===== config.mk =====
export PLATFORM = sky130hd
export DESIGN_NAME = psp_port
export DESIGN_NICKNAME = d
export VERILOG_FILES = /design/src/hw/psp_pkg.sv /design/src/hw/psp_sync2.sv /design/src/hw/psp_mem.sv /design/src/hw/psp_port.sv
export SDC_FILE = /design/constraint.sdc
export NUM_CORES = 1
export LEC_CHECK = 0
export BUFFER_PORTS_ARGS = -buffer_cell sky130_fd_sc_hd__clkbuf_2
export CORE_MARGIN = 8
export CORE_UTILIZATION = 29
export DETAILED_ROUTE_END_ITERATION = 7
export GPL_ROUTABILITY_DRIVEN = 1
export PLACE_DENSITY = 0.42
export SYNTH_ARGS = -nofsm -noshare
export SYNTH_HDL_FRONTEND = slang
export SYNTH_SLANG_ARGS = --single-unit

===== constraint.sdc =====
create_clock -name core_clk_i -period 5 [get_ports core_clk_i]
set_input_delay 0.5 -clock core_clk_i [delete_from_list [all_inputs] [get_ports core_clk_i]]
set_output_delay 0.5 -clock core_clk_i [all_outputs]
set_load 0.01 [all_outputs]

===== src/hw/psp_pkg.sv =====
// Shared widths and reset values for the pipelined SRAM strobe and data port
`default_nettype none
package psp_pkg;
  localparam int unsigned ADDR_W         = 19;
  localparam int unsigned DATA_W         = 32;
  localparam int unsigned PAR_W          = 4;
  localparam int unsigned BURST_W        = 2;
  localparam int unsigned DEPTH          = 16;
  localparam int unsigned MEM_AW         = 4;
  localparam logic [18:0] ADDR_RST       = 19'h00000;
  localparam logic [1:0]  BURST_RST      = 2'h0;
  localparam logic [31:0] DATA_RST       = 32'h00000000;
  localparam logic [3:0]  PAR_RST        = 4'h0;
  localparam int unsigned SYNC_STAGES    = 2;
  typedef enum logic [1:0] {
    PSP_DESEL,
    PSP_FIRST,
    PSP_ACTIVE
  } psp_sel_e;
endpackage
`default_nettype wire


===== src/hw/psp_sync2.sv =====
// Two-flop synchroniser for asynchronous pins
`default_nettype none
module psp_sync2 #(
  parameter logic RST_VAL = 1'b0
) (
  input  wire logic core_clk_i,
  input  wire logic reset_n_i,
  input  wire logic async_i,
  output logic      sync_o
);
  typedef struct packed {
    logic meta;
    logic sync;
  } psp_sync_s;

  psp_sync_s st_q;
  psp_sync_s st_d;

  always_comb begin
    st_d      = st_q;
    st_d.meta = async_i;
    st_d.sync = st_q.meta;
  end

  always_ff @(posedge core_clk_i or negedge reset_n_i) begin
    if (!reset_n_i) begin
      st_q <= {RST_VAL, RST_VAL};
    end else begin
      st_q <= st_d;
    end
  end

  assign sync_o = st_q.sync;
endmodule
`default_nettype wire


===== src/hw/psp_mem.sv =====
// Small storage array for the data port, write now, registered read
`default_nettype none
module psp_mem (
  input  wire logic                          core_clk_i,
  input  wire logic                          wr_en_i,
  input  wire logic [psp_pkg::MEM_AW-1:0]    wr_addr_i,
  input  wire logic [psp_pkg::DATA_W-1:0]    wr_data_i,
  input  wire logic [psp_pkg::PAR_W-1:0]     wr_par_i,
  input  wire logic [psp_pkg::MEM_AW-1:0]    rd_addr_i,
  output logic      [psp_pkg::DATA_W-1:0]    rd_data_o,
  output logic      [psp_pkg::PAR_W-1:0]     rd_par_o
);
  logic [psp_pkg::DATA_W+psp_pkg::PAR_W-1:0] mem [psp_pkg::DEPTH];

  // Contents are retained in sleep; storage has no reset
  always_ff @(posedge core_clk_i) begin
    if (wr_en_i) begin
      mem[wr_addr_i] <= {wr_par_i, wr_data_i};
    end
    {rd_par_o, rd_data_o} <= mem[rd_addr_i];
  end
endmodule
`default_nettype wire


===== src/hw/psp_port.sv =====
// Strobe capture, burst preload, sleep and pipelined data/parity port of the SRAM
// How it works
// Processor strobe low captures the address
// Controller strobe low captures the address
// Any capture preloads burst counter low bits
// Both strobes low: processor strobe wins
// Processor strobe ignored when primary select high; here it is not captured but still deselects
// Sleep high idles logic, keeps memory contents
// Host holds sleep low; floating reads awake; no pull-down here, sleep only resets to awake
// Input data and parity registered on clock
// Read data appears one cycle after address
// Output enable low drives, high tristates lines
// First read after deselect keeps outputs undriven; here masked one cycle, then its data is driven
// Capture only when all chip selects active
// Host gives one strobe per access, stable address
`default_nettype none
module psp_port (
  input  wire logic                          core_clk_i,
  input  wire logic                          reset_n_i,
  input  wire logic [psp_pkg::ADDR_W-1:0]    addr_i,
  input  wire logic                          processor_address_strobe_n_i,
  input  wire logic                          controller_address_strobe_n_i,
  input  wire logic                          chip_select_primary_n_i,
  input  wire logic                          chip_select_active_high_i,
  input  wire logic                          chip_select_third_n_i,
  input  wire logic                          write_n_i,
  input  wire logic                          sleep_request_i,
  input  wire logic                          output_enable_n_i,
  input  wire logic [psp_pkg::DATA_W-1:0]    data_in_i,
  input  wire logic [psp_pkg::PAR_W-1:0]     bidir_parity_lines_in_i,
  output logic      [psp_pkg::DATA_W-1:0]    data_out_o,
  output logic      [psp_pkg::PAR_W-1:0]     bidir_parity_lines_out_o,
  output logic                               data_oe_o,
  output logic      [psp_pkg::ADDR_W-1:0]    captured_addr_o,
  output logic      [psp_pkg::BURST_W-1:0]   burst_start_low_bits_o,
  output logic                               asleep_o
);
  typedef struct packed {
    logic [psp_pkg::ADDR_W-1:0]  addr;
    logic [psp_pkg::BURST_W-1:0] burst;
    logic [psp_pkg::DATA_W-1:0]  din;
    logic [psp_pkg::PAR_W-1:0]   pin;
    logic                        wr_pend;
    logic                        rd_pend;
    logic                        rd_valid;
    psp_pkg::psp_sel_e           sel;
  } psp_port_s;

  psp_port_s st_q;
  psp_port_s st_d;

  logic                        sleep_s;
  logic                        oe_n_s;
  logic                        all_sel;
  logic                        take_proc;
  logic                        take_ctrl;
  logic                        capture;
  logic                        desel_seen;
  logic [psp_pkg::DATA_W-1:0]  rd_data;
  logic [psp_pkg::PAR_W-1:0]   rd_par;

  // Asynchronous pins pass a synchroniser; sleep resets to awake
  psp_sync2 #(.RST_VAL(1'b0)) u_sleep_sync (
    .core_clk_i (core_clk_i),
    .reset_n_i  (reset_n_i),
    .async_i    (sleep_request_i),
    .sync_o     (sleep_s)
  );

  psp_sync2 #(.RST_VAL(1'b1)) u_oe_sync (
    .core_clk_i (core_clk_i),
    .reset_n_i  (reset_n_i),
    .async_i    (output_enable_n_i),
    .sync_o     (oe_n_s)
  );

  psp_mem u_mem (
    .core_clk_i (core_clk_i),
    .wr_en_i    (st_q.wr_pend && !sleep_s),
    .wr_addr_i  (st_q.addr[psp_pkg::MEM_AW-1:0]),
    .wr_data_i  (st_q.din),
    .wr_par_i   (st_q.pin),
    .rd_addr_i  (st_q.addr[psp_pkg::MEM_AW-1:0]),
    .rd_data_o  (rd_data),
    .rd_par_o   (rd_par)
  );

  assign all_sel   = !chip_select_primary_n_i && chip_select_active_high_i
                     && !chip_select_third_n_i;
  assign take_proc = !processor_address_strobe_n_i && !chip_select_primary_n_i;
  assign take_ctrl = !controller_address_strobe_n_i && processor_address_strobe_n_i;
  assign capture   = all_sel && (take_proc || take_ctrl) && !sleep_s;
  // A strobe seen with the selects off deselects the device
  assign desel_seen = !capture && !all_sel
                      && (!processor_address_strobe_n_i || !controller_address_strobe_n_i);

  always_comb begin
    st_d          = st_q;
    st_d.din      = data_in_i;
    st_d.pin      = bidir_parity_lines_in_i;
    st_d.wr_pend  = 1'b0;
    st_d.rd_pend  = 1'b0;
    if (capture) begin
      st_d.addr    = addr_i;
      st_d.burst   = addr_i[psp_pkg::BURST_W-1:0];
      st_d.wr_pend = !write_n_i;
      st_d.rd_pend = write_n_i;
    end
    // Read data arrives one edge after the address edge
    st_d.rd_valid = st_q.rd_pend;
    case (st_q.sel)
      psp_pkg::PSP_DESEL: begin
        if (capture) begin
          st_d.sel = write_n_i ? psp_pkg::PSP_FIRST : psp_pkg::PSP_ACTIVE;
        end
      end
      psp_pkg::PSP_FIRST: begin
        st_d.sel = desel_seen ? psp_pkg::PSP_DESEL : psp_pkg::PSP_ACTIVE;
      end
      psp_pkg::PSP_ACTIVE: begin
        if (desel_seen) begin
          st_d.sel = psp_pkg::PSP_DESEL;
        end
      end
      default: begin
        st_d.sel = psp_pkg::PSP_DESEL;
      end
    endcase
    if (sleep_s) begin
      st_d.sel      = psp_pkg::PSP_DESEL;
      st_d.rd_valid = 1'b0;
    end
  end

  always_ff @(posedge core_clk_i or negedge reset_n_i) begin
    if (!reset_n_i) begin
      st_q <= '{addr:     psp_pkg::ADDR_RST,
                burst:    psp_pkg::BURST_RST,
                din:      psp_pkg::DATA_RST,
                pin:      psp_pkg::PAR_RST,
                wr_pend:  1'b0,
                rd_pend:  1'b0,
                rd_valid: 1'b0,
                sel:      psp_pkg::PSP_DESEL};
    end else begin
      st_q <= st_d;
    end
  end

  // Direction follows output enable, masked on first read after deselect
  assign data_oe_o                = !oe_n_s && !sleep_s
                                    && (st_q.sel != psp_pkg::PSP_FIRST);
  assign data_out_o               = st_q.rd_valid ? rd_data : psp_pkg::DATA_RST;
  assign bidir_parity_lines_out_o = st_q.rd_valid ? rd_par : psp_pkg::PAR_RST;
  assign captured_addr_o          = st_q.addr;
  assign burst_start_low_bits_o   = st_q.burst;
  assign asleep_o                 = sleep_s;

  AST_PROC_CAPTURE: assert property (@(posedge core_clk_i) disable iff (!reset_n_i)
    (take_proc && all_sel && !sleep_s) |=> (st_q.addr == $past(addr_i)))
    else $error("processor strobe did not capture address");
  AST_CTRL_CAPTURE: assert property (@(posedge core_clk_i) disable iff (!reset_n_i)
    (!controller_address_strobe_n_i && processor_address_strobe_n_i && all_sel
     && !sleep_s) |=> (st_q.addr == $past(addr_i)))
    else $error("controller strobe did not capture address");
  AST_BURST_LOAD: assert property (@(posedge core_clk_i) disable iff (!reset_n_i)
    capture |=> (burst_start_low_bits_o == $past(addr_i[1:0])))
    else $error("burst counter not preloaded");
  AST_PRIORITY: assert property (@(posedge core_clk_i) disable iff (!reset_n_i)
    (!processor_address_strobe_n_i && !controller_address_strobe_n_i) |-> !take_ctrl)
    else $error("controller strobe acted alongside processor strobe");
  AST_CS1_IGNORE: assert property (@(posedge core_clk_i) disable iff (!reset_n_i)
    chip_select_primary_n_i |=> $stable(st_q.addr))
    else $error("address captured while deselected");
  AST_SLEEP_QUIET: assert property (@(posedge core_clk_i) disable iff (!reset_n_i)
    sleep_s |-> (!data_oe_o && !capture))
    else $error("activity during sleep");
  AST_PIPE_READ: assert property (@(posedge core_clk_i) disable iff (!reset_n_i)
    (capture && write_n_i) |-> ##2 (st_q.rd_valid || sleep_s))
    else $error("read data not presented after one pipeline stage");
  AST_OE_DIR: assert property (@(posedge core_clk_i) disable iff (!reset_n_i)
    oe_n_s |-> !data_oe_o)
    else $error("lines driven with output enable high");
  AST_FIRST_MASK: assert property (@(posedge core_clk_i) disable iff (!reset_n_i)
    (st_q.sel == psp_pkg::PSP_DESEL && capture && write_n_i && !sleep_s)
    |=> !data_oe_o)
    else $error("output driven on first read after deselect");
  AST_DIN_REG: assert property (@(posedge core_clk_i) disable iff (!reset_n_i)
    1'b1 |=> (st_q.din == $past(data_in_i)))
    else $error("input data not registered");

  // Capture and select checks
  AST_PROC_BURST: assert property (@(posedge core_clk_i) disable iff (!reset_n_i)
    (take_proc && all_sel && !sleep_s) |=> (st_q.burst == $past(addr_i[1:0])))
    else $error("processor strobe did not preload burst bits");

  AST_CTRL_BURST: assert property (@(posedge core_clk_i) disable iff (!reset_n_i)
    (take_ctrl && all_sel && !sleep_s) |=> (st_q.burst == $past(addr_i[1:0])))
    else $error("controller strobe did not preload burst bits");

  AST_BURST_HOLD: assert property (@(posedge core_clk_i) disable iff (!reset_n_i)
    !capture |=> $stable(burst_start_low_bits_o))
    else $error("burst bits changed without a capture");

  AST_NO_CAPTURE_HOLD: assert property (@(posedge core_clk_i) disable iff (!reset_n_i)
    !capture |=> $stable(captured_addr_o))
    else $error("address changed without a capture");

  AST_SEL_GATE: assert property (@(posedge core_clk_i) disable iff (!reset_n_i)
    !all_sel |-> !capture)
    else $error("capture with a select inactive");

  AST_C2_GATE: assert property (@(posedge core_clk_i) disable iff (!reset_n_i)
    !chip_select_active_high_i |=> $stable(captured_addr_o))
    else $error("address captured with second select low");

  AST_C3_GATE: assert property (@(posedge core_clk_i) disable iff (!reset_n_i)
    chip_select_third_n_i |=> $stable(captured_addr_o))
    else $error("address captured with third select high");

  AST_BOTH_PROC: assert property (@(posedge core_clk_i) disable iff (!reset_n_i)
    (!processor_address_strobe_n_i && !controller_address_strobe_n_i && all_sel && !sleep_s)
    |-> (capture && take_proc))
    else $error("both strobes low not taken as processor strobe");

  AST_PROC_IGNORED: assert property (@(posedge core_clk_i) disable iff (!reset_n_i)
    (!processor_address_strobe_n_i && chip_select_primary_n_i) |-> !capture)
    else $error("processor strobe taken with primary select high");

  AST_STROBE_NEEDED: assert property (@(posedge core_clk_i) disable iff (!reset_n_i)
    (processor_address_strobe_n_i && controller_address_strobe_n_i) |-> !capture)
    else $error("capture without any strobe");

  AST_DESEL_ENTRY: assert property (@(posedge core_clk_i) disable iff (!reset_n_i)
    desel_seen |=> (st_q.sel == psp_pkg::PSP_DESEL))
    else $error("deselect strobe did not deselect");

  // Sleep checks
  AST_SLEEP_NO_WRITE: assert property (@(posedge core_clk_i) disable iff (!reset_n_i)
    sleep_s |=> !st_q.wr_pend)
    else $error("write started during sleep");

  AST_SLEEP_DESEL: assert property (@(posedge core_clk_i) disable iff (!reset_n_i)
    sleep_s |=> (st_q.sel == psp_pkg::PSP_DESEL))
    else $error("sleep did not deselect");

  AST_SLEEP_NO_DATA: assert property (@(posedge core_clk_i) disable iff (!reset_n_i)
    sleep_s |=> !st_q.rd_valid)
    else $error("read data presented during sleep");

  // Data path checks
  AST_PAR_REG: assert property (@(posedge core_clk_i) disable iff (!reset_n_i)
    1'b1 |=> (st_q.pin == $past(bidir_parity_lines_in_i)))
    else $error("input parity not registered");

  AST_WRITE_PEND: assert property (@(posedge core_clk_i) disable iff (!reset_n_i)
    (capture && !write_n_i) |=> (st_q.wr_pend && !st_q.rd_pend))
    else $error("write capture did not schedule a write");

  AST_READ_PEND: assert property (@(posedge core_clk_i) disable iff (!reset_n_i)
    (capture && write_n_i) |=> (st_q.rd_pend && !st_q.wr_pend))
    else $error("read capture did not schedule a read");

  AST_READ_ONE_STAGE: assert property (@(posedge core_clk_i) disable iff (!reset_n_i)
    st_q.rd_valid |-> $past(st_q.rd_pend))
    else $error("read data without a read one cycle earlier");

  AST_READ_ZERO: assert property (@(posedge core_clk_i) disable iff (!reset_n_i)
    !st_q.rd_valid |-> (data_out_o == psp_pkg::DATA_RST
                        && bidir_parity_lines_out_o == psp_pkg::PAR_RST))
    else $error("data lines not idle without read data");

  AST_OE_ON: assert property (@(posedge core_clk_i) disable iff (!reset_n_i)
    (!oe_n_s && !sleep_s && st_q.sel != psp_pkg::PSP_FIRST) |-> data_oe_o)
    else $error("lines not driven with output enable low");

  // Deselect masking checks
  AST_OE_FIRST: assert property (@(posedge core_clk_i) disable iff (!reset_n_i)
    (st_q.sel == psp_pkg::PSP_FIRST) |-> !data_oe_o)
    else $error("output enable not masked on first read");

  AST_FIRST_LEAVES: assert property (@(posedge core_clk_i) disable iff (!reset_n_i)
    (st_q.sel == psp_pkg::PSP_FIRST) |=> (st_q.sel != psp_pkg::PSP_FIRST))
    else $error("mask held longer than one cycle");

  AST_READ_DESEL_FIRST: assert property (@(posedge core_clk_i) disable iff (!reset_n_i)
    (st_q.sel == psp_pkg::PSP_DESEL && capture && write_n_i)
    |=> (st_q.sel == psp_pkg::PSP_FIRST))
    else $error("read after deselect not masked");

  AST_WRITE_NO_FIRST: assert property (@(posedge core_clk_i) disable iff (!reset_n_i)
    (capture && !write_n_i) |=> (st_q.sel == psp_pkg::PSP_ACTIVE))
    else $error("write left the device unselected");

  // Cover points
  COV_PROC: cover property (@(posedge core_clk_i) disable iff (!reset_n_i) take_proc && capture);
  COV_CTRL: cover property (@(posedge core_clk_i) disable iff (!reset_n_i) take_ctrl && capture);
  COV_READ: cover property (@(posedge core_clk_i) disable iff (!reset_n_i)
    st_q.rd_valid && data_oe_o);
  COV_SLEEP: cover property (@(posedge core_clk_i) disable iff (!reset_n_i) sleep_s);
  COV_FIRST: cover property (@(posedge core_clk_i) disable iff (!reset_n_i)
    st_q.sel == psp_pkg::PSP_FIRST);
endmodule
`default_nettype wire


### Word level (Yosys, flattened, before mapping)

Memory sizes are Yosys's and may differ from the RTL's. A register that Yosys moved wholly into a read port is not among the register bits.
Cells that the tools add are included.

* register bits after elaboration: 66
* memory bits (writable): 576
* bits of input ports: 65
* output and inout bits: 59
* word-level logic and storage cells: 53
* memories: 1

* eq/ne operators: 5
* mux-type cells: 11
* reductions and logical operators: 24

Memories
* u_mem.mem: depth 16, width 36, read ports 1, clocked after memory_dff 1, write ports 1, line psp_mem.sv:13 `logic [psp_pkg::DATA_W+psp_pkg::PAR_W-1:0] mem [psp_pkg::DEPTH];`

Operators by type and width (number)
* two-way mux 32 bit: 1
* logical AND 1 bit: 11
* two-way mux 2 bit: 5
* zero test 1 bit: 9
* != test 3 x 2 -> 1 bit (second input constant): 2
* one-hot mux 2 bit (3 select lines): 1
* two-way mux 4 bit: 1
* two-way mux 3 bit: 1
* == test 2 x 1 -> 1 bit (second input constant): 1
* == test 2 bit (second input constant): 1
* zero test 2 bit: 1
* logical OR 1 bit: 2
* two-way mux 1 bit: 2
* != test 2 x 1 -> 1 bit (second input constant): 1
* AND reduction 2 bit: 1

### Depth between registers and ports, before layout

* depth after elaboration: 11
* mapped depth: 6
* depth with buffers taken out: 3

### Modules after synthesis

Synthesis repeated with hierarchy kept, for this count alone.

* cell total of the unflattened synthesis: 1098
* area, all modules: 24707.4 um^2

By module, submodules not included
* psp_mem: times used 1, cells each 938, area an instance 22320.2 um^2, seq. area each 18017.3 um^2
* psp_port: times used 1, cells each 156, area an instance 2284.7 um^2, seq. area each 1501.4 um^2
* psp_sync2 at u_oe_sync: times used 1, cells each 2, area an instance 52.6 um^2, seq. area each 52.6 um^2
* psp_sync2 at u_sleep_sync: times used 1, cells each 2, area an instance 50.0 um^2, seq. area each 50.0 um^2

### Worst setup path before layout

No wires, ideal clock.

* path kind: register to register
* start point: register st_q, in the netlist captured_addr_o[1]
* end point: memory u_mem.mem[3][0] (netlist name), enable pin
* setup time: 0.474 ns
* data arrival time: 3.544 ns
* data required time: 4.526 ns
* slack: 0.982 ns
* cell stages (with the launch flop): 6
* path buffers: 3
* period minus slack after synthesis: 4.018 ns
* cell sequence: dfrtp_1 > buf_2 > buf_2 > buf_2 > nand4b_1 > nor3_1

RTL lines
* from (decl): line psp_port.sv:49 `psp_port_s st_q;`
* from (signal assigned): line psp_port.sv:137 `st_q <= '{addr: psp_pkg::ADDR_RST,`
* from (signal assigned): line psp_port.sv:146 `st_q <= st_d;`
* to (decl): line psp_mem.sv:13

No word-level cell before the write port.

### Worst setup path in the final report

* start point: register st_q, in the netlist captured_addr_o[1]
* end point: memory u_mem.mem[4][2] (netlist name), enable pin

No word-level cell before the write port.

==> impl_metrics.json <==
{
  "crit_path_start": "captured_addr_o[1]",
  "grt_max_degree": 96,
  "yosys_warnings": 0,
  "finClkSkew_ps": 19.7,
  "dp.final_hpwl_um": 33300,
  "die_w_um": 308,
  "cts.clk_slew.worst_paths_ps": 60,
  "power_density_nw_per_um2": 463,
  "critPathArrivalTime_ps": 3320,
  "core_um2": 84700,
  "start_kind": "flip-flop",
  "grt_usage_pct": 12.5,
  "syn2layout_area_growth_pct": 19.8,
  "cts_made_buffers": 78,
  "end_kind": "flip-flop",
  "synthesis.area_um2": 24700,
  "netlist_top_cells_area": "edfxtp_1, mux4_2, dfrtp_1",
  "r2r_slack_ps": 1980,
  "p_leak_nw": 9.78,
  "cts_setup_buffers": 0,
  "critical_path.max_stage_delay_ps": 810,
  "yosysTopAreaCellShare_pct": 70.0,
  "relSlewSlack_pct": 20.6,
  "ys_seq_area_share_pct": 79.5,
  "viasPerCell": 4.52,
  "maxCapViolations": 0,
  "mostFrequentLayoutCells": "edfxtp_1, mux4_2, clkbuf_2, clkbuf_16, a22oi_1",
  "yosys_register_bits": 676,
  "crit_type": "reg2reg",
  "yosysUniqueCellTypes": 29,
  "grt-ovfl-total": 0,
  "max_freq_mhz": 331,
  "syn_inst": 1101,
  "cts_tree": "yes",
  "port-buffer-count": 123,
  "setup_tns_ps": 0,
  "routedWlPerCell_um": 23.4,
  "initial_utilization_pct": 29.1,
  "hold_class": "in2reg",
  "worstMarginPinSlew_ps": 1190,
  "grt_pass1_wl_um": 87500,
  "cts_root_buffer": "clkbuf_16",
  "grt_pass1_vias": 12900,
  "rows": 107,
  "ioPinCount": 124,
  "drt-total-wl_um": 58500,
  "htree_levels": 3,
  "die_area_um2": 94700,
  "r2r_start": "captured_addr_o[1]",
  "ant_nets": 0,
  "critPathSlowestCell": "nor2_4",
  "finalHoldViolations": 0,
  "setup_violations": 0,
  "cp_top_family": "simple AND/OR/NAND/NOR gates",
  "worstPathRequired_ps": 5310,
  "outcome": "complete, no violations",
  "vias": 11300,
  "finalCritPeriodShare_pct": 60.4,
  "drc_errors": 0,
  "hold_start": "data_in_i[17]",
  "worstPathCellList": "or4b_1, nor2_4, buf_4",
  "holdBufCountCts": 38,
  "synthesis.nets": 1166,
  "clkLatencyLatePin_ps": 610,
  "final_common_cell": "edfxtp_1",
  "grt_antenna_before_repair": 3,
  "whs_ps": 87.3,
  "drt_iter0_drc": 615,
  "critPathBufInv": 1,
  "finalCriticalPeriod_ps": 3020,
  "slew_viol_final": 0,
  "cts-resized-gates": 0,
  "max-vdd-ir-drop_uv": 261,
  "synth.avg_cell_area_um2": 22.4,
  "yosysTopAreaCell": "edfxtp_1",
  "nets": 1359,
  "rsz0062_at_grt": "no",
  "clk_path_buf_depth": 3,
  "layout-drive-gt1-share_pct": 32.2,
  "place_congestion": 0.669,
  "dr.pass1.iters": 7,
  "die_y_um": 308,
  "cp_max_fo": 39,
  "cts.sinks": 676
}
-- where the power goes --
group	total (W)	internal (W)	switching, W
registers	0.00654	0.00632	0.000224
clock network	0.00567	0.00342	0.00225
logic	0.00147	0.000694	0.000776
-- final timing paths --
check / endpoint / depth (start not counted)
worst min register to register: u_sleep_sync.sync_o / 0
worst max register to register: u_mem.mem[4][2] / 3
worst min-delay path: st_q[26] / 1
max in group asynchronous: captured_addr_o[0] / 3
min in group asynchronous: st_q[32] / 2
worst max-delay path: u_mem.mem[4][2] / 3
-- synthesized netlist by cell type --
master	instances
inv_1	2
nor2b_1	3
and2_1	37
clkbuf_1	19
or4b_1	1
nor4_1	1
buf_1	5
nor2_1	15
a21oi_1	3
nand4bb_1	2
nor3b_1	1
buf_6	12
nand4b_1	1
a211oi_1	1
mux4_2	144
nor3_1	4
a22oi_1	72
nand2b_1	2
nand2_1	38
buf_4	23
dfxtp_1	36
dfstp_2	2
mux2_2	1
a2111oi_0	1
mux2_1	18
dfrtp_1	62
nor3_2	1
buf_2	18
edfxtp_1	576
-- metal layers --
metal | vias up | share of wire, % | global-route usage, %
met4 | 2 | 2.2 | 3.52
met1 | 6057 | 44 | 16.4
met5 | - | 0.022 | 0
li1 | 4919 | - | -
met3 | 87 | 4.8 | 2.84
met2 | 245 | 49 | 20.7
-- cell type report --
| cell class | instances | area, um2 |
|---|---|---|
| fill | 7881 | 55200 |
| sequential | 676 | 19600 |
| multi-input combinational | 346 | 4710 |
| clock buffer | 117 | 2280 |
| tap | 1144 | 1430 |
| timing repair buffer | 190 | 1230 |
| clock inverter | 28 | 292 |
| inverter | 2 | 7.51 |
| antenna | 1 | 2.50 |
-- per-stage QoR --
stage	power (W)	area [um2]	instances	setup WS (ps)	util, %
floorplan	0.00766	24700	1101	982	-
global placement	0.00820	26600	2320	1920	31.4
detailed placement	0.00818	26600	2320	1850	31.4
CTS	0.0140	29600	2503	1850	34.9
global route	0.0142	29600	2503	1780	34.9
finish	0.0137	29600	2504	1980	34.9
-- cell families (layout without fill, tap and decap cells) --
family          after synthesis  count (layout)  share of synthesized area [%]
flops                       676             676                           79.5
mux                         163             163                           14.0
compound gates               77              77                           2.32
simple gates                106             106                           2.21
other cells                   0               1                              0
buf+inv                      79             337                           2.01
-- state kept, by name, indices dropped and copies added, names as in the netlist --
register             count
u_sleep_sync.sync_o      1
u_oe_sync.sync_o         1
u_oe_sync.st_d           1
st_q                    41
u_mem.mem              576
u_sleep_sync.st_d        1
u_mem.rd_data_o         32
u_mem.rd_par_o           4
captured_addr_o         19
(Power assumes the default switching activity.)
